--- config.mk ---
export PLATFORM = sky130hd
export DESIGN_NAME = switch_qos_snoop_ctrl
export DESIGN_NICKNAME = d
export VERILOG_FILES = /design/src/logic/qos_snoop_pkg.sv /design/src/logic/mld_match.sv /design/src/logic/switch_qos_snoop_ctrl.sv
export SDC_FILE = /design/constraint.sdc
export NUM_CORES = 1
export LEC_CHECK = 0
export ABC_AREA = 1
export CAP_MARGIN = 40
export CORE_ASPECT_RATIO = 0.5
export CORE_MARGIN = 2
export CORE_UTILIZATION = 55
export DETAILED_ROUTE_END_ITERATION = 16
export DONT_BUFFER_PORTS = 1
export GPL_TIMING_DRIVEN = 1
export PLACE_DENSITY_LB_ADDON = 0.05
export RECOVER_POWER = 50
export REMOVE_ABC_BUFFERS = 1
export SYNTH_ARGS = -nofsm -noshare
export SYNTH_HDL_FRONTEND = slang
export SYNTH_HIERARCHICAL = 1
export SYNTH_SLANG_ARGS = --single-unit
--- constraint.sdc ---
create_clock -name pclk -period 1.81 [get_ports pclk]
set_clock_uncertainty 0.2 [all_clocks]
set_input_delay 0 -clock pclk [delete_from_list [all_inputs] [get_ports pclk]]
set_output_delay 0 -clock pclk [all_outputs]
set_load 0.01 [all_outputs]
--- src/logic/qos_snoop_pkg.sv ---
// Package: register map, field layout and reset values of the QoS/snoop bank
package qos_snoop_pkg;
  // Printed offsets are not all multiples of four: indices, byte addr = 4*idx
  localparam logic [11:0] IDX_DSCP_3A_3B = 12'h35d;
  localparam logic [11:0] IDX_DSCP_3C_3D = 12'h35e;
  localparam logic [11:0] IDX_DSCP_3E_3F = 12'h35f;
  localparam logic [11:0] IDX_MIRROR_SNOOP = 12'h370;
  localparam logic [11:0] IDX_WRED_COLOUR = 12'h378;
  localparam logic [11:0] IDX_PTP_EVENT = 12'h37c;
  localparam logic [11:0] IDX_PTP_NONEVENT = 12'h37d;
  // Writable-bit masks; the rest reads zero
  localparam logic [7:0] MASK_DSCP = 8'h77;
  localparam logic [7:0] MASK_MIRROR_SNOOP = 8'h4d;
  localparam logic [7:0] MASK_WRED = 8'h3f;
  localparam logic [7:0] MASK_PTP = 8'h8f;
  // Field positions
  localparam int DSCP_EVEN_LSB = 0;
  localparam int DSCP_ODD_LSB = 4;
  localparam int BIT_IGMP_EN = 6;
  localparam int BIT_MLD_OPT = 3;
  localparam int BIT_MLD_EN = 2;
  localparam int BIT_SNIFF_AND = 0;
  localparam int WRED_RED_LSB = 4;
  localparam int WRED_YELLOW_LSB = 2;
  localparam int WRED_GREEN_LSB = 0;
  localparam int BIT_PTP_OVR = 7;
  // Reset values
  localparam logic [7:0] RST_DSCP = 8'h00;
  localparam logic [7:0] RST_MIRROR_SNOOP = 8'h00;
  localparam logic [7:0] RST_WRED = 8'h39;
  localparam logic [7:0] RST_PTP = 8'h0f;
  // Code points served by the upper map bytes
  localparam logic [5:0] DSCP_FIRST = 6'h3a;
  // IPv6 next-header values
  localparam logic [7:0] NH_HOP_BY_HOP = 8'h00;
  localparam logic [7:0] NH_ICMP = 8'h01;
  localparam logic [7:0] NH_ICMPV6 = 8'h3a;
  localparam logic [7:0] NH_ROUTING = 8'h2b;
  localparam logic [7:0] NH_FRAGMENT = 8'h2c;
  localparam logic [7:0] NH_ESP = 8'h32;
  localparam logic [7:0] NH_AH = 8'h33;
  localparam logic [7:0] NH_DEST_OPT = 8'h3c;
endpackage

--- src/logic/mld_match.sv ---
// MLD snoop qualifier: next-header match per criteria option
`timescale 1ns/1ps
module mld_match (
  input wire logic opt_ext,
  input wire logic [7:0] next_hdr,
  input wire logic [7:0] hbh_next_hdr,
  output logic hit
);
  // One next-header value against the selected criteria set
  function automatic logic nh_ok(input logic ext, input logic [7:0] nh);
    if (ext) begin
      nh_ok = (nh == qos_snoop_pkg::NH_ROUTING) ||
              (nh == qos_snoop_pkg::NH_FRAGMENT) ||
              (nh == qos_snoop_pkg::NH_ESP) ||
              (nh == qos_snoop_pkg::NH_AH) ||
              (nh == qos_snoop_pkg::NH_DEST_OPT);
    end else begin
      nh_ok = (nh == qos_snoop_pkg::NH_ICMP) ||
              (nh == qos_snoop_pkg::NH_ICMPV6);
    end
  endfunction

  // Direct header, or hop-by-hop header followed by a match
  always_comb begin
    hit = nh_ok(opt_ext, next_hdr) ||
          ((next_hdr == qos_snoop_pkg::NH_HOP_BY_HOP) &&
           nh_ok(opt_ext, hbh_next_hdr));
  end
endmodule

--- src/logic/switch_qos_snoop_ctrl.sv ---
// Global QoS / snoop / sniff / PTP priority control bank on APB
// What this block does
// - Map byte holds even/odd 3-bit priorities
// - Code points 3C/3D use map byte 35E
// - Code points 3E/3F use map byte 35F
// - IGMP snoop enable sends IGMP to host
// - MLD snoop enable sends MLD to host
// - Option set: extension headers qualify MLD
// - Option clear: ICMP/ICMPv6 headers qualify MLD
// - Sniff AND mode needs both ports match
// - Sniff OR mode needs either port match
// - WRED colour codes reset 11,10,01
// - Event override forces PTP event priority
// - Non-event override forces PTP non-event priority
//
// Chosen here: the APB interface to the registers.
`timescale 1ns/1ps
module switch_qos_snoop_ctrl (
  input wire logic pclk,
  input wire logic presetn,
  // APB slave
  input wire logic psel,
  input wire logic penable,
  input wire logic pwrite,
  input wire logic [15:0] paddr,
  input wire logic [31:0] pwdata,
  input wire logic [3:0] pstrb,
  output logic [31:0] prdata,
  output logic pready,
  output logic pslverr,
  // Classifier request: DSCP, IGMP/MLD, sniff and PTP fields of one frame
  input wire logic cls_valid,
  input wire logic [5:0] cls_dscp,
  input wire logic cls_is_ip,
  input wire logic cls_is_igmp,
  input wire logic cls_is_ipv6,
  input wire logic [7:0] cls_next_hdr,
  input wire logic [7:0] cls_hbh_next_hdr,
  input wire logic cls_src_sniff,
  input wire logic cls_dst_sniff,
  input wire logic cls_ptp_event,
  input wire logic cls_ptp_nonevent,
  input wire logic [3:0] cls_qos_prio,
  // Classifier answers, one cycle after cls_valid
  output logic res_valid,
  output logic res_dscp_hit,
  output logic [2:0] res_dscp_prio,
  output logic res_to_host,
  output logic res_sniff,
  output logic [3:0] res_queue_prio,
  // Static configuration levels
  output logic [1:0] wred_red_code,
  output logic [1:0] wred_yellow_code,
  output logic [1:0] wred_green_code
);

  ////////////////////////////////////////////////////////////////////////////
  // Registers
  logic [7:0] map_3a_q; // Code points 3A/3B
  logic [7:0] map_3c_q; // Code points 3C/3D
  logic [7:0] map_3e_q; // Code points 3E/3F
  logic [7:0] snoop_q; // Mirror/snoop globals
  logic [7:0] wred_q; // WRED colour codes
  logic [7:0] ptp_ev_q; // PTP event priority
  logic [7:0] ptp_ne_q; // PTP non-event priority
  logic mld_hit; // MLD criteria match

  // Access phase; one-cycle answer, pready tied from a flop
  logic acc;
  logic wr;
  logic [11:0] idx; // Register index = byte address / 4
  logic mapped;
  assign acc = psel && penable;
  assign wr = acc && pwrite && pstrb[0];
  assign idx = paddr[13:2];

  // Index decode, used for write, read and error check
  function automatic logic is_mapped(input logic [11:0] i);
    case (i)
      qos_snoop_pkg::IDX_DSCP_3A_3B,
      qos_snoop_pkg::IDX_DSCP_3C_3D,
      qos_snoop_pkg::IDX_DSCP_3E_3F,
      qos_snoop_pkg::IDX_MIRROR_SNOOP,
      qos_snoop_pkg::IDX_WRED_COLOUR,
      qos_snoop_pkg::IDX_PTP_EVENT,
      qos_snoop_pkg::IDX_PTP_NONEVENT: is_mapped = 1'b1;
      default: is_mapped = 1'b0;
    endcase
  endfunction

  assign mapped = is_mapped(idx) && (paddr[15:14] == 2'b00) &&
                  (paddr[1:0] == 2'b00);

  ////////////////////////////////////////////////////////////////////////////
  // Register writes; only writable bits stored
  always_ff @(posedge pclk or negedge presetn) begin
    if (!presetn) begin
      map_3a_q <= qos_snoop_pkg::RST_DSCP;
      map_3c_q <= qos_snoop_pkg::RST_DSCP;
      map_3e_q <= qos_snoop_pkg::RST_DSCP;
      snoop_q <= qos_snoop_pkg::RST_MIRROR_SNOOP;
      wred_q <= qos_snoop_pkg::RST_WRED;
      ptp_ev_q <= qos_snoop_pkg::RST_PTP;
      ptp_ne_q <= qos_snoop_pkg::RST_PTP;
    end else if (wr && mapped && pready) begin
      // Writes land on the pready edge only
      case (idx)
        qos_snoop_pkg::IDX_DSCP_3A_3B:
          map_3a_q <= pwdata[7:0] & qos_snoop_pkg::MASK_DSCP;
        qos_snoop_pkg::IDX_DSCP_3C_3D:
          map_3c_q <= pwdata[7:0] & qos_snoop_pkg::MASK_DSCP;
        qos_snoop_pkg::IDX_DSCP_3E_3F:
          map_3e_q <= pwdata[7:0] & qos_snoop_pkg::MASK_DSCP;
        qos_snoop_pkg::IDX_MIRROR_SNOOP:
          snoop_q <= pwdata[7:0] & qos_snoop_pkg::MASK_MIRROR_SNOOP;
        qos_snoop_pkg::IDX_WRED_COLOUR:
          wred_q <= pwdata[7:0] & qos_snoop_pkg::MASK_WRED;
        qos_snoop_pkg::IDX_PTP_EVENT:
          ptp_ev_q <= pwdata[7:0] & qos_snoop_pkg::MASK_PTP;
        qos_snoop_pkg::IDX_PTP_NONEVENT:
          ptp_ne_q <= pwdata[7:0] & qos_snoop_pkg::MASK_PTP;
        default: ;
      endcase
    end
  end

  ////////////////////////////////////////////////////////////////////////////
  // APB answer: pready one cycle into the access phase
  always_ff @(posedge pclk or negedge presetn) begin
    if (!presetn) begin
      pready <= 1'b0;
      pslverr <= 1'b0;
      prdata <= 32'h0000_0000;
    end else begin
      // Pulse: rises after the first access cycle, drops after the handshake
      pready <= acc && !pready;
      pslverr <= acc && !pready && !mapped;
      prdata <= 32'h0000_0000;
      if (acc && !pready && !pwrite && mapped) begin
        // Storage already masked, so reserved bits read zero
        case (idx)
          qos_snoop_pkg::IDX_DSCP_3A_3B: prdata[7:0] <= map_3a_q;
          qos_snoop_pkg::IDX_DSCP_3C_3D: prdata[7:0] <= map_3c_q;
          qos_snoop_pkg::IDX_DSCP_3E_3F: prdata[7:0] <= map_3e_q;
          qos_snoop_pkg::IDX_MIRROR_SNOOP: prdata[7:0] <= snoop_q;
          qos_snoop_pkg::IDX_WRED_COLOUR: prdata[7:0] <= wred_q;
          qos_snoop_pkg::IDX_PTP_EVENT: prdata[7:0] <= ptp_ev_q;
          qos_snoop_pkg::IDX_PTP_NONEVENT: prdata[7:0] <= ptp_ne_q;
          default: prdata <= 32'h0000_0000;
        endcase
      end
    end
  end

  ////////////////////////////////////////////////////////////////////////////
  // Classification helpers
  // Pick the 3-bit field for a code point; odd uses the upper field
  function automatic logic [2:0] pick(input logic [7:0] b, input logic odd);
    if (odd) begin
      pick = b[qos_snoop_pkg::DSCP_ODD_LSB +: 3];
    end else begin
      pick = b[qos_snoop_pkg::DSCP_EVEN_LSB +: 3];
    end
  endfunction

  logic dscp_hit;
  logic [2:0] dscp_prio;
  // Byte select from code point; lower map bytes live elsewhere
  always_comb begin
    dscp_hit = cls_is_ip && (cls_dscp >= qos_snoop_pkg::DSCP_FIRST);
    case (cls_dscp[2:1])
      2'b01: dscp_prio = pick(map_3a_q, cls_dscp[0]);
      2'b10: dscp_prio = pick(map_3c_q, cls_dscp[0]);
      2'b11: dscp_prio = pick(map_3e_q, cls_dscp[0]);
      default: dscp_prio = 3'h0;
    endcase
  end

  mld_match i_mld_match (
    .opt_ext(snoop_q[qos_snoop_pkg::BIT_MLD_OPT]),
    .next_hdr(cls_next_hdr),
    .hbh_next_hdr(cls_hbh_next_hdr),
    .hit(mld_hit)
  );

  logic igmp_fwd;
  logic mld_fwd;
  logic sniff_d;
  logic [3:0] qprio_d;
  always_comb begin
    igmp_fwd = snoop_q[qos_snoop_pkg::BIT_IGMP_EN] && cls_is_igmp;
    mld_fwd = snoop_q[qos_snoop_pkg::BIT_MLD_EN] && cls_is_ipv6 &&
              mld_hit;
    if (snoop_q[qos_snoop_pkg::BIT_SNIFF_AND]) begin
      sniff_d = cls_src_sniff && cls_dst_sniff;
    end else begin
      sniff_d = cls_src_sniff || cls_dst_sniff;
    end
    // Event wins if a frame is flagged both ways and the event override is set; should not happen
    if (cls_ptp_event && ptp_ev_q[qos_snoop_pkg::BIT_PTP_OVR]) begin
      qprio_d = ptp_ev_q[3:0];
    end else if (cls_ptp_nonevent &&
                 ptp_ne_q[qos_snoop_pkg::BIT_PTP_OVR]) begin
      qprio_d = ptp_ne_q[3:0];
    end else begin
      qprio_d = cls_qos_prio;
    end
  end

  ////////////////////////////////////////////////////////////////////////////
  // Registered classifier answer
  always_ff @(posedge pclk or negedge presetn) begin
    if (!presetn) begin
      res_valid <= 1'b0;
      res_dscp_hit <= 1'b0;
      res_dscp_prio <= 3'h0;
      res_to_host <= 1'b0;
      res_sniff <= 1'b0;
      res_queue_prio <= 4'h0;
    end else begin
      res_valid <= cls_valid;
      res_dscp_hit <= cls_valid && dscp_hit;
      res_dscp_prio <= dscp_hit ? dscp_prio : 3'h0;
      res_to_host <= cls_valid && (igmp_fwd || mld_fwd);
      res_sniff <= cls_valid && sniff_d;
      res_queue_prio <= qprio_d;
    end
  end

  // WRED codes out as registered levels
  always_ff @(posedge pclk or negedge presetn) begin
    if (!presetn) begin
      wred_red_code <= qos_snoop_pkg::RST_WRED[5:4];
      wred_yellow_code <= qos_snoop_pkg::RST_WRED[3:2];
      wred_green_code <= qos_snoop_pkg::RST_WRED[1:0];
    end else begin
      wred_red_code <= wred_q[qos_snoop_pkg::WRED_RED_LSB +: 2];
      wred_yellow_code <= wred_q[qos_snoop_pkg::WRED_YELLOW_LSB +: 2];
      wred_green_code <= wred_q[qos_snoop_pkg::WRED_GREEN_LSB +: 2];
    end
  end
endmodule

==> impl_metrics.json, run 1 <==
{
  "p_int_mw": 2.88,
  "coreArea_um2": 6210,
  "synthToLayoutAreaGrowth_pct": 33.3,
  "worst-setup-path-type": "reg2reg",
  "drive_gt1_share_pct": 18.5,
  "drc": 0,
  "die_h_um": 61.4,
  "max_clock_freq_mhz": 581,
  "tns_ns": 0,
  "wire_per_inst_um": 17.9,
  "crit_start": "ptp_ne_q[7]$_DFFE_PN0P_",
  "synth_edf_count": 0,
  "grt_pass1_vias": 3524,
  "hold_class": "in2reg",
  "cts-root-buf": "clkbuf_16",
  "fp.dieW_um": 119,
  "ys_types": 32,
  "power_frac_comb_pct": 8.6,
  "r2r_slack_ns": 0.09,
  "postRouteAntennaNets": 0,
  "ys_seq_area_share_pct": 45.5,
  "pwr_density_cell_nw_per_um2": 766,
  "clk_latency_ns": 0.34,
  "cp_max_fo": 7,
  "min-delay-start": "paddr[11]",
  "setup_ws_ns": 0.0889,
  "finalCritPeriodShare_pct": 95.1,
  "rsz0062_at_grt": "no",
  "cp_slowest_cell": "dlygate4sd3_1",
  "clkPwrFrac_pct": 51.4,
  "dp_hpwl_um": 7120,
  "drt_wl_total_um": 11800,
  "synth-async-reset-ratio_pct": 100,
  "vias": 3703,
  "ir_worst_vdd_mv": 0.566,
  "numCtsBuffers": 9,
  "cts.clk_slew.worst_paths_ns": 0.05,
  "p_sw_mw": 0.816,
  "antenna_found_initial": 0,
  "gp_congestion": 0.871,
  "drv_cap": 0,
  "syn-cell-area_um2": 3620,
  "synthCells": 476,
  "hold_viol": 0,
  "ys.flop_type": "dfrtp_1",
  "r2r_end": "res_queue_prio[3]$_DFF_PN0_",
  "fill_cells": 398,
  "cts_tree": "done",
  "relSlewSlack_pct": 41.3,
  "setup-violations-final": 0,
  "io_pins": 142,
  "hold_end": "wred_q[0]$_DFFE_PN1P_",
  "holdWs_ns": 0.00709,
  "syn_avg_cell_area_um2": 7.60,
  "min_period_ns": 1.72,
  "grtUsageTotal_pct": 32.7,
  "max_stage_delay_ns": 0.56,
  "n_antenna_cell": 0,
  "slew_violations": 0,
  "end_kind": "flop",
  "start_kind": "flop",
  "yosys_register_bits": 65,
  "reg2reg_depth": 6,
  "dp_slack_ns": 0.224,
  "tightest_slew_ns": 0.880,
  "netSwitchingFraction_pct": 22.1,
  "clockBufferDepth": 2,
  "whs_path_depth": 7,
  "std_cell_rows": 20,
  "worstPathRequired_ns": 1.82,
  "arrival_ns": 1.73,
  "grt_overflow": 0,
  "reg2reg_from": "ptp_ne_q[7]$_DFFE_PN0P_",
  "dr.first_iter.drc_count": 436,
  "dr.pass1.iters": 6,
  "clock_sinks": 65,
  "status": "completed",
  "io_buffers": 0,
  "viasPerCell": 5.60,
  "dieArea_um2": 7290,
  "pwr-share-seq_pct": 40.0,
  "floorplan.initialDensity_pct": 58.3,
  "utilization_pct": 77.7,
  "htree_levels": 3,
  "ys_warn_count": 6,
  "path_cells": "nand2_2, inv_2, nand2_1, o211ai_1, dlygate4sd3_1, o21ai_0",
  "p_leak_nw": 2.43,
  "grt_max_degree": 66,
  "grt_pass1_wl_um": 17900,
  "fin_nets": 659
}
-- sequential cells by signal, indices dropped and copies added, names as in the netlist --
name,flops
map_3a_q,6
res_dscp_prio,3
wred_q,6
prdata,8
snoop_q,4
res_sniff,1
map_3c_q,6
res_valid,1
wred_red_code,2
wred_yellow_code,2
res_dscp_hit,1
res_queue_prio,4
res_to_host,1
map_3e_q,6
pready,1
ptp_ne_q,5
wred_green_code,2
ptp_ev_q,5
pslverr,1
-- worst max path at each step --
| stage | depth (start not counted) | endpoint | slack, ns |
|---|---|---|---|
| finish | 6 | res_queue_prio[3]$_DFF_PN0_ | 0.09 |
| floorplan | 6 | map_3a_q[0]$_DFFE_PN0P_ | 0.12 |
| global placement | 9 | prdata[7]$_DFF_PN0_ | 0.24 |
| global route | 5 | res_queue_prio[1]$_DFF_PN0_ | 0.007 |
| detailed placement | 9 | prdata[7]$_DFF_PN0_ | 0.22 |
| CTS | 10 | prdata[7]$_DFF_PN0_ | 0.02 |
-- worst max-delay path: cells and delay by family, from the launching register on --
| kind | cells | cell delay, ns |
|---|---|---|
| AO/OA/AOI/OAI | 2 | 0.17 |
| buffers and inverters | 2 | 0.67 |
| flip-flops | 1 | 0.40 |
| AND/OR/NAND/NOR | 2 | 0.16 |
-- cell usage in the layout (no fill, tap or decap), types with 2 or more instances in the layout --
cell,Yosys,routed
nand2_1,187,179
dlygate4sd3_1,0,53
dfrtp_1,49,49
inv_1,48,44
nor2_1,37,33
conb_1,1,24
o21ai_0,20,20
buf_4,24,20
nand2_2,8,15
nor2_4,10,12
dfstp_2,16,12
inv_2,7,11
nand4_1,11,11
a21oi_1,12,11
nor2_2,7,9
clkbuf_16,0,9
dlymetal6s4s_1,0,9
nand3_1,8,6
nand3_2,4,5
o211ai_1,5,5
dfstp_1,0,4
nor3_1,3,3
clkbuf_1,1,3
nand3_4,1,2
nand2_4,1,2
a22o_1,2,2
o22ai_1,2,2
a211oi_1,2,2
o31ai_1,2,2
clkbuf_8,0,2
bufinv_16,0,2
clkinv_1,2,2
-- cells by family (layout without fill, tap and decap cells) --
group / count (synthesis) / count (layout) / synth area share, %
AOI/OAI and AO/OA: 47 / 47 / 7.50
buffers and inverters: 82 / 156 / 11.0
DFF: 65 / 65 / 45.5
other: 1 / 24 / 0.104
and+or+nand+nor: 281 / 281 / 35.9
-- stage by stage --
step | area [um^2] | std cells | total power, mW
after floorplan | 3520 | 474 | 1.61
after global placement | 3720 | 574 | 1.62
after detailed placement | 3720 | 574 | 1.63
after CTS | 4720 | 656 | 3.69
after global routing | 4820 | 661 | 3.78
final | 4820 | 661 | 3.70
-- per-layer routing --
metal	up-vias	global-route usage, %	routed length [um]
met1	1743	41.3	4770
met4	0	12.9	375
met3	51	8.80	1400
met2	284	55.7	5270
met5	-	0	0
li1	1625	-	-
-- synthesized netlist by cell type, types with 2 or more instances --
cell	instances	area, um^2
a211oi_1	2	15.0
a21oi_1	12	60.1
a22o_1	2	17.5
buf_4	24	180
clkinv_1	2	7.51
dfrtp_1	49	1230
dfstp_2	16	420
inv_1	48	180
inv_2	7	26.3
nand2_1	187	702
nand2_2	8	50.1
nand3_1	8	40.0
nand3_2	4	40.0
nand4_1	11	68.8
nor2_1	37	139
nor2_2	7	43.8
nor2_4	10	113
nor3_1	3	15.0
o211ai_1	5	37.5
o21ai_0	20	100
o22ai_1	2	12.5
o31ai_1	2	15.0
-- what timing repair did --
action	CTS	global route
hold buffers	66	2
setup buffers	0	8
endpoints found under the hold margin	124	9
setup endpoints to repair	0	51
gates resized for setup	0	32
-- final cells by class --
| type | instances | area, um^2 | share of cell area (%) |
|---|---|---|---|
| clock buffers | 14 | 264 | 5.47 |
| clock inverters | 2 | 60.1 | 1.25 |
| inverters | 57 | 214 | 4.44 |
| multi-input cells | 352 | 1730 | 35.8 |
| flip-flops and latches | 65 | 1650 | 34.1 |
| well taps | 88 | 110 | 2.28 |
| repair buffers | 83 | 801 | 16.6 |
-- power groups by stage --
stage | sequential [mW] | combinational (mW) | clock (mW)
global placement | 1.50 | 0.123 | 0
detailed placement | 1.50 | 0.130 | 0
CTS | 1.48 | 0.303 | 1.91
global route | 1.48 | 0.343 | 1.97
floorplan | 1.50 | 0.107 | 0
finish | 1.48 | 0.320 | 1.90
Note: power is estimated with default switching activity, not from simulation.
==> run 2, diff against run 1 <==
--- a/config.mk
+++ b/config.mk
@@ -5,11 +5,10 @@
 export SDC_FILE = /design/constraint.sdc
 export NUM_CORES = 1
 export LEC_CHECK = 0
-export ABC_AREA = 1
 export CAP_MARGIN = 40
 export CORE_ASPECT_RATIO = 0.5
 export CORE_MARGIN = 2
-export CORE_UTILIZATION = 55
+export CORE_UTILIZATION = 45
 export DETAILED_ROUTE_END_ITERATION = 16
 export DONT_BUFFER_PORTS = 1
 export GPL_TIMING_DRIVEN = 1
==> constraint.sdc (replaced) <==
create_clock -name pclk -period 1.81 [get_ports pclk]
set_clock_uncertainty 0.2 [all_clocks]
set_input_delay 0.362 -clock pclk [delete_from_list [all_inputs] [get_ports pclk]]
set_output_delay 0.362 -clock pclk [all_outputs]
set_load 0.01 [all_outputs]
==> impl_metrics.json, run 2 <==
{
  "status": "finished with violations",
  "failed_checks": "hold timing",
  "arrival_ns": 1.81,
  "cts-root-buf": "clkbuf_16",
  "synth_top_cell_by_area": "dfrtp_1",
  "reg2reg_depth": 6,
  "wire_per_inst_um": 18.6,
  "hold_viol": 65,
  "ff_latch_area_um2": 1650,
  "drc": 0,
  "dp_slack_ns": -0.307,
  "grt_max_degree": 66,
  "grtUsageTotal_pct": 20.3,
  "yosys_register_bits": 65,
  "worstPathRequired_ns": 1.82,
  "postRouteAntennaNets": 0,
  "vias": 2388,
  "drv_cap": 0,
  "syn-cell-area_um2": 3450,
  "synthToLayoutAreaGrowth_pct": 17.5,
  "max_clock_freq_mhz": 556,
  "ir_worst_vdd_mv": 0.508,
  "clk_latency_ns": 0.32,
  "ys_seq_area_share_pct": 47.8,
  "instances_no_fill": 429,
  "synth.cells.most_frequent": "49 x dfrtp_1, 44 x mux2_2, 27 x buf_4",
  "setup_ws_ns": 0.0109,
  "synth_edf_count": 0,
  "std_cell_rows": 22,
  "finalCritPeriodShare_pct": 99.4,
  "cts_tree": "done",
  "grt_overflow": 0,
  "final_cell_mix": "49 x dfrtp_1, 42 x mux2_2, 24 x conb_1, 22 x buf_4, 18 x nor2_1",
  "r2r_slack_ns": 0.01,
  "clock_sinks": 65,
  "viasPerCell": 5.57,
  "drive_gt1_share_pct": 34.2,
  "die_h_um": 65.9,
  "postCtsHoldBufs": 13,
  "yosysMostFrequentCell": "dfrtp_1",
  "io_pins": 142,
  "p_int_mw": 2.61,
  "slew_violations": 0,
  "fill_cells": 631,
  "fin_nets": 419,
  "drt_wl_total_um": 7990,
  "grt_pass1_vias": 2406,
  "clkPwrFrac_pct": 50.2,
  "setup-violations-final": 0,
  "coreArea_um2": 7380,
  "regMostFlops": "prdata",
  "dieArea_um2": 8420,
  "largest_reg_flops": 8,
  "floorplan.initialDensity_pct": 46.7,
  "n_antenna_cell": 0,
  "dr.pass1.iters": 4,
  "pwr_density_cell_nw_per_um2": 809,
  "place_inst": 399,
  "worst-setup-path-type": "reg2reg",
  "yosys.area.top_type_share_pct": 35.6,
  "multiInputGateArea_um2": 1660,
  "final_common_cell": "dfrtp_1",
  "fp.dieW_um": 128,
  "dr.first_iter.drc_count": 106,
  "synth_area_leaders": "dfrtp_1 36%, mux2_2 14%, dfstp_2 12%",
  "rsz0062_at_grt": "yes",
  "cts.clk_slew.worst_paths_ns": 0.05,
  "holdWs_ns": -0.464,
  "synth-async-reset-ratio_pct": 100,
  "tns_ns": 0,
  "min_period_ns": 1.80,
  "ys_types": 51,
  "antenna_found_initial": 0,
  "io_buffers": 0,
  "relSlewSlack_pct": 56.7,
  "ys.flop_type": "dfrtp_1",
  "pwr-share-seq_pct": 45.0,
  "gp_congestion": 0.794,
  "end_kind": "flop",
  "start_kind": "flop",
  "htree_levels": 3,
  "synthCells": 290,
  "numCtsBuffers": 9,
  "dp_hpwl_um": 5850,
  "clockBufferDepth": 2,
  "reg2reg_from": "pready$_DFF_PN0_",
  "grt_pass1_wl_um": 12600,
  "p_sw_mw": 0.665,
  "ys_warn_count": 6,
  "p_leak_nw": 1.86,
  "syn_avg_cell_area_um2": 11.9,
  "netSwitchingFraction_pct": 20.3,
  "power_frac_comb_pct": 4.8,
  "tightest_slew_ns": 0.643,
  "cp_max_fo": 4,
  "r2r_end": "wred_q[1]$_DFFE_PN0P_",
  "hold_class": "in2async"
}
-- run 2: cell count changes in the layout (fill, tap and decap cells not counted), moves of 7 or more --
cell            before  now
nor2_2               9    0
dlygate4sd3_1       53   13
dlymetal6s4s_1       9    0
inv_2               11    0
nand4_1             11    4
o21ai_0             20    6
nor2_1              33   18
nand2_2             15    1
mux2i_1              0   17
inv_1               44    6
nor2_4              12    0
nand2_1            179   14
mux2_2               0   42
-- run 2: worst max path at each step --
stage / from / to / slack (ns) / depth (start not counted)
floorplan: paddr[12] / wred_q[1]$_DFFE_PN0P_ / -0.15 / 4
global placement: paddr[15] / wred_q[1]$_DFFE_PN0P_ / -0.26 / 5
detailed placement: paddr[15] / wred_q[1]$_DFFE_PN0P_ / -0.31 / 5
CTS: pready$_DFF_PN0_ / wred_q[1]$_DFFE_PN0P_ / -0.02 / 6
global route: pready$_DFF_PN0_ / wred_q[2]$_DFFE_PN0P_ / -0.06 / 6
finish: pready$_DFF_PN0_ / wred_q[1]$_DFFE_PN0P_ / 0.01 / 6
-- run 2: timing repair --
| action | in CTS | in global routing |
|---|---|---|
| pin swaps | 0 | 1 |
| gates resized for setup | 4 | 2 |
| setup buffers | 0 | 1 |
| endpoints found under the hold margin | 108 | 65 |
| setup endpoints to repair | 11 | 13 |
| gates cloned | 0 | 0 |
-- run 2: cells by family after synthesis --
| kind of cell | count (synthesis) | share of synthesized area [%] |
|---|---|---|
| multiplexers | 63 | 20.6 |
| flip-flops | 65 | 47.8 |
| AND/OR/NAND/NOR | 84 | 16.0 |
| buffers and inverters | 38 | 7.37 |
| AO/OA/AOI/OAI | 39 | 8.10 |
| other | 1 | 0.109 |
-- run 2: critical path, stage by stage (launching register included) --
cell       delay [ns]
dfrtp_1          0.34
and3_4           0.20
nand4bb_4        0.12
buf_6            0.15
nor4_4           0.15
buf_4            0.19
mux2_2           0.33
-- run 2: final cells by class --
cell class              instances  share of cell area, %
well taps                      96                   2.97
repair buffers                 36                   7.57
clock inverters                 2                  0.247
inverters                       6                  0.556
flip-flops and latches         65                   40.7
multi-input cells             210                   41.0
clock buffers                  14                   7.01
-- run 2: power by group through the flow --
stage	Combinational [mW]	Clock, mW	Sequential [mW]
after floorplan	0.0907	0	1.50
after global placement	0.114	0	1.50
after detailed placement	0.116	0	1.50
after CTS	0.154	1.69	1.48
after global routing	0.172	1.76	1.48
final	0.156	1.64	1.48
-- run 2: metrics by stage --
| stage | area [um^2] | util (%) | hold WS, ns | total power, mW |
|---|---|---|---|---|
| floorplan | 3300 | - | -0.134 | 1.59 |
| global route | 4050 | 54.9 | -0.486 | 3.41 |
| CTS | 4030 | 54.7 | -0.482 | 3.32 |
| detailed placement | 3590 | 48.6 | -0.132 | 1.62 |
| global placement | 3590 | 48.6 | -0.132 | 1.61 |
| finish | 4050 | 54.9 | -0.464 | 3.28 |
-- run 2: metal layers --
metal / vias to the layer above / routed length [um] / track usage [%]
li1: 1097 / - / -
met3: 6 / 630 / 6.88
met2: 94 / 3520 / 31.1
met5: - / 0 / 0
met4: 0 / 53 / 6.32
met1: 1191 / 3780 / 27.6
==> run 3, diff against run 2 <==
--- a/config.mk
+++ b/config.mk
@@ -5,6 +5,7 @@
 export SDC_FILE = /design/constraint.sdc
 export NUM_CORES = 1
 export LEC_CHECK = 0
+export ABC_AREA = 1
 export CAP_MARGIN = 40
 export CORE_ASPECT_RATIO = 0.5
 export CORE_MARGIN = 2
==> impl_metrics.json, run 3 (same netlist as run 1, synthesis figures left out) <==
{
  "crit_buf_inv": 1,
  "relSlewSlack_pct": 56.3,
  "grt_pass1_vias": 2772,
  "reg2reg_depth": 7,
  "place_inst": 605,
  "fin_nets": 607,
  "drv_cap": 0,
  "htree_levels": 3,
  "dr.first_iter.drc_count": 222,
  "instances_no_fill": 635,
  "clock_sinks": 65,
  "vias": 3045,
  "worstPathRequired_ns": 1.88,
  "postRouteAntennaNets": 0,
  "hold_class": "in2async",
  "antenna_found_initial": 2,
  "cts_setup_buffers": 0,
  "cts_resized": 0,
  "grt_max_degree": 66,
  "fp.dieW_um": 131,
  "final_common_cell": "nand2_1",
  "cts-root-buf": "clkbuf_16",
  "cp_top_family": "simple AND/OR/NAND/NOR gates",
  "die_h_um": 67.4,
  "rsz0062_at_grt": "no",
  "clockBufferDepth": 2,
  "std_cell_rows": 23,
  "slew_violations": 0,
  "grt_overflow": 0,
  "tns_ns": 0,
  "cp_slowest_cell": "dfrtp_1",
  "status": "finished with violations",
  "regMostFlops": "prdata",
  "tightest_slew_ns": 0.649,
  "drive_gt1_share_pct": 16.5,
  "dp_hpwl_um": 6900,
  "finalCritPeriodShare_pct": 90.6,
  "io_buffers": 0,
  "arrival_ns": 1.71,
  "final_cell_mix": "187 x nand2_1, 49 x dfrtp_1, 48 x inv_1, 37 x nor2_1, 24 x conb_1",
  "grt_pass1_wl_um": 14300,
  "synthToLayoutAreaGrowth_pct": 16.6,
  "drt_wl_total_um": 9270,
  "r2r_end": "map_3a_q[6]$_DFFE_PN0P_",
  "floorplan.initialDensity_pct": 45.7,
  "ir_worst_vdd_mv": 0.446,
  "max_clock_freq_mhz": 610,
  "postCtsHoldBufs": 12,
  "coreArea_um2": 7910,
  "start_kind": "flop",
  "gp_congestion": 0.907,
  "cts_tree": "done",
  "min_period_ns": 1.64,
  "clk_latency_ns": 0.33,
  "viasPerCell": 4.80,
  "cp_max_fo": 8,
  "largest_reg_flops": 8,
  "max_stage_delay_ns": 0.40,
  "setup-violations-final": 0,
  "dieArea_um2": 8820,
  "io_pins": 142,
  "dr.pass1.iters": 4,
  "cts.clk_slew.worst_paths_ns": 0.05,
  "path_cells": "nand3_1, nor2_1, buf_4, nand3_4, nor2_4, nand2_1, nand2_1",
  "grtUsageTotal_pct": 22.2,
  "pwr_density_cell_nw_per_um2": 789,
  "fill_cells": 782,
  "crit_top_cell": "nand2_1",
  "drc": 0,
  "hold_viol": 65,
  "end_kind": "flop",
  "worst-setup-path-type": "reg2reg",
  "p_leak_nw": 2.10,
  "reg2reg_from": "pready$_DFF_PN0_",
  "r2r_slack_ns": 0.17,
  "wire_per_inst_um": 14.6,
  "numCtsBuffers": 9,
  "failed_checks": "hold timing",
  "holdWs_ns": -0.471
}
run 3: cell count changes in the layout (fill, tap and decap cells not counted), moves of 5 or more:
cell | before | now
a22oi_1 | 6 | 0
nand2_1 | 14 | 187
mux2_2 | 42 | 0
nand2_2 | 1 | 8
nor2_1 | 18 | 37
nor2_2 | 0 | 7
mux2i_1 | 17 | 0
inv_1 | 6 | 48
nand4_1 | 4 | 11
nor2b_1 | 5 | 0
inv_2 | 0 | 7
o21ai_0 | 6 | 20
nor2_4 | 0 | 10
o211ai_1 | 0 | 5
run 3: report_power, final:
group	total, mW	switching [mW]	internal, mW
Clock	1.69	0.629	1.06
Sequential	1.48	0.00967	1.47
Combinational	0.162	0.105	0.0574
run 3: stage by stage:
step	hold WS [ns]	worst slack [ns]	util [%]	instance area, um^2	power, mW
6_report	-0.471	0.170	53.3	4220	3.33
5_1_grt	-0.486	0.0279	53.3	4220	3.44
4_1_cts	-0.483	0.161	53.2	4210	3.36
3_5_place_dp	-0.130	-0.112	48.1	3800	1.63
3_3_place_gp	-0.131	-0.0891	48.1	3800	1.62
2_1_floorplan	-0.134	0.0140	-	3520	1.61
run 3: worst reg2reg max path: cells and delay by family, from the launching register on:
family / cells / cell delay, ns
buf+inv: 1 / 0.18
flops: 1 / 0.40
simple gates: 6 / 0.79
run 3: how the worst max path moves through the flow:
stage / startpoint / endpoint / slack, ns / depth (start not counted)
after global routing: pready$_DFF_PN0_ / map_3a_q[6]$_DFFE_PN0P_ / 0.03 / 7
after CTS: pready$_DFF_PN0_ / map_3a_q[6]$_DFFE_PN0P_ / 0.16 / 7
after floorplan: paddr[13] / map_3a_q[0]$_DFFE_PN0P_ / 0.01 / 11
after global placement: paddr[13] / map_3a_q[6]$_DFFE_PN0P_ / -0.09 / 11
after detailed placement: paddr[9] / map_3a_q[6]$_DFFE_PN0P_ / -0.11 / 11
final: pready$_DFF_PN0_ / map_3a_q[6]$_DFFE_PN0P_ / 0.17 / 7
run 3: layout make-up:
| class | count | area, um^2 | share of cell area, % |
|---|---|---|---|
| clock buffers | 11 | 233 | 5.52 |
| clock inverters | 5 | 56.3 | 1.33 |
| well taps | 112 | 140 | 3.32 |
| flip-flops and latches | 65 | 1650 | 39.0 |
| multi-input cells | 352 | 1660 | 39.4 |
| diodes | 2 | 5.00 | 0.119 |
| repair buffers | 31 | 263 | 6.23 |
| inverters | 57 | 214 | 5.07 |
run 3: per-layer routing:
metal | vias up | wire length [um] | part of all wire [%] | track usage [%]
met4 | 0 | 63 | 0.68 | 5.32
met1 | 1398 | 4450 | 48 | 31.8
li1 | 1521 | - | - | -
met2 | 119 | 3810 | 41 | 31.8
met3 | 7 | 949 | 10 | 8.24
met5 | - | 0 | 0 | 0
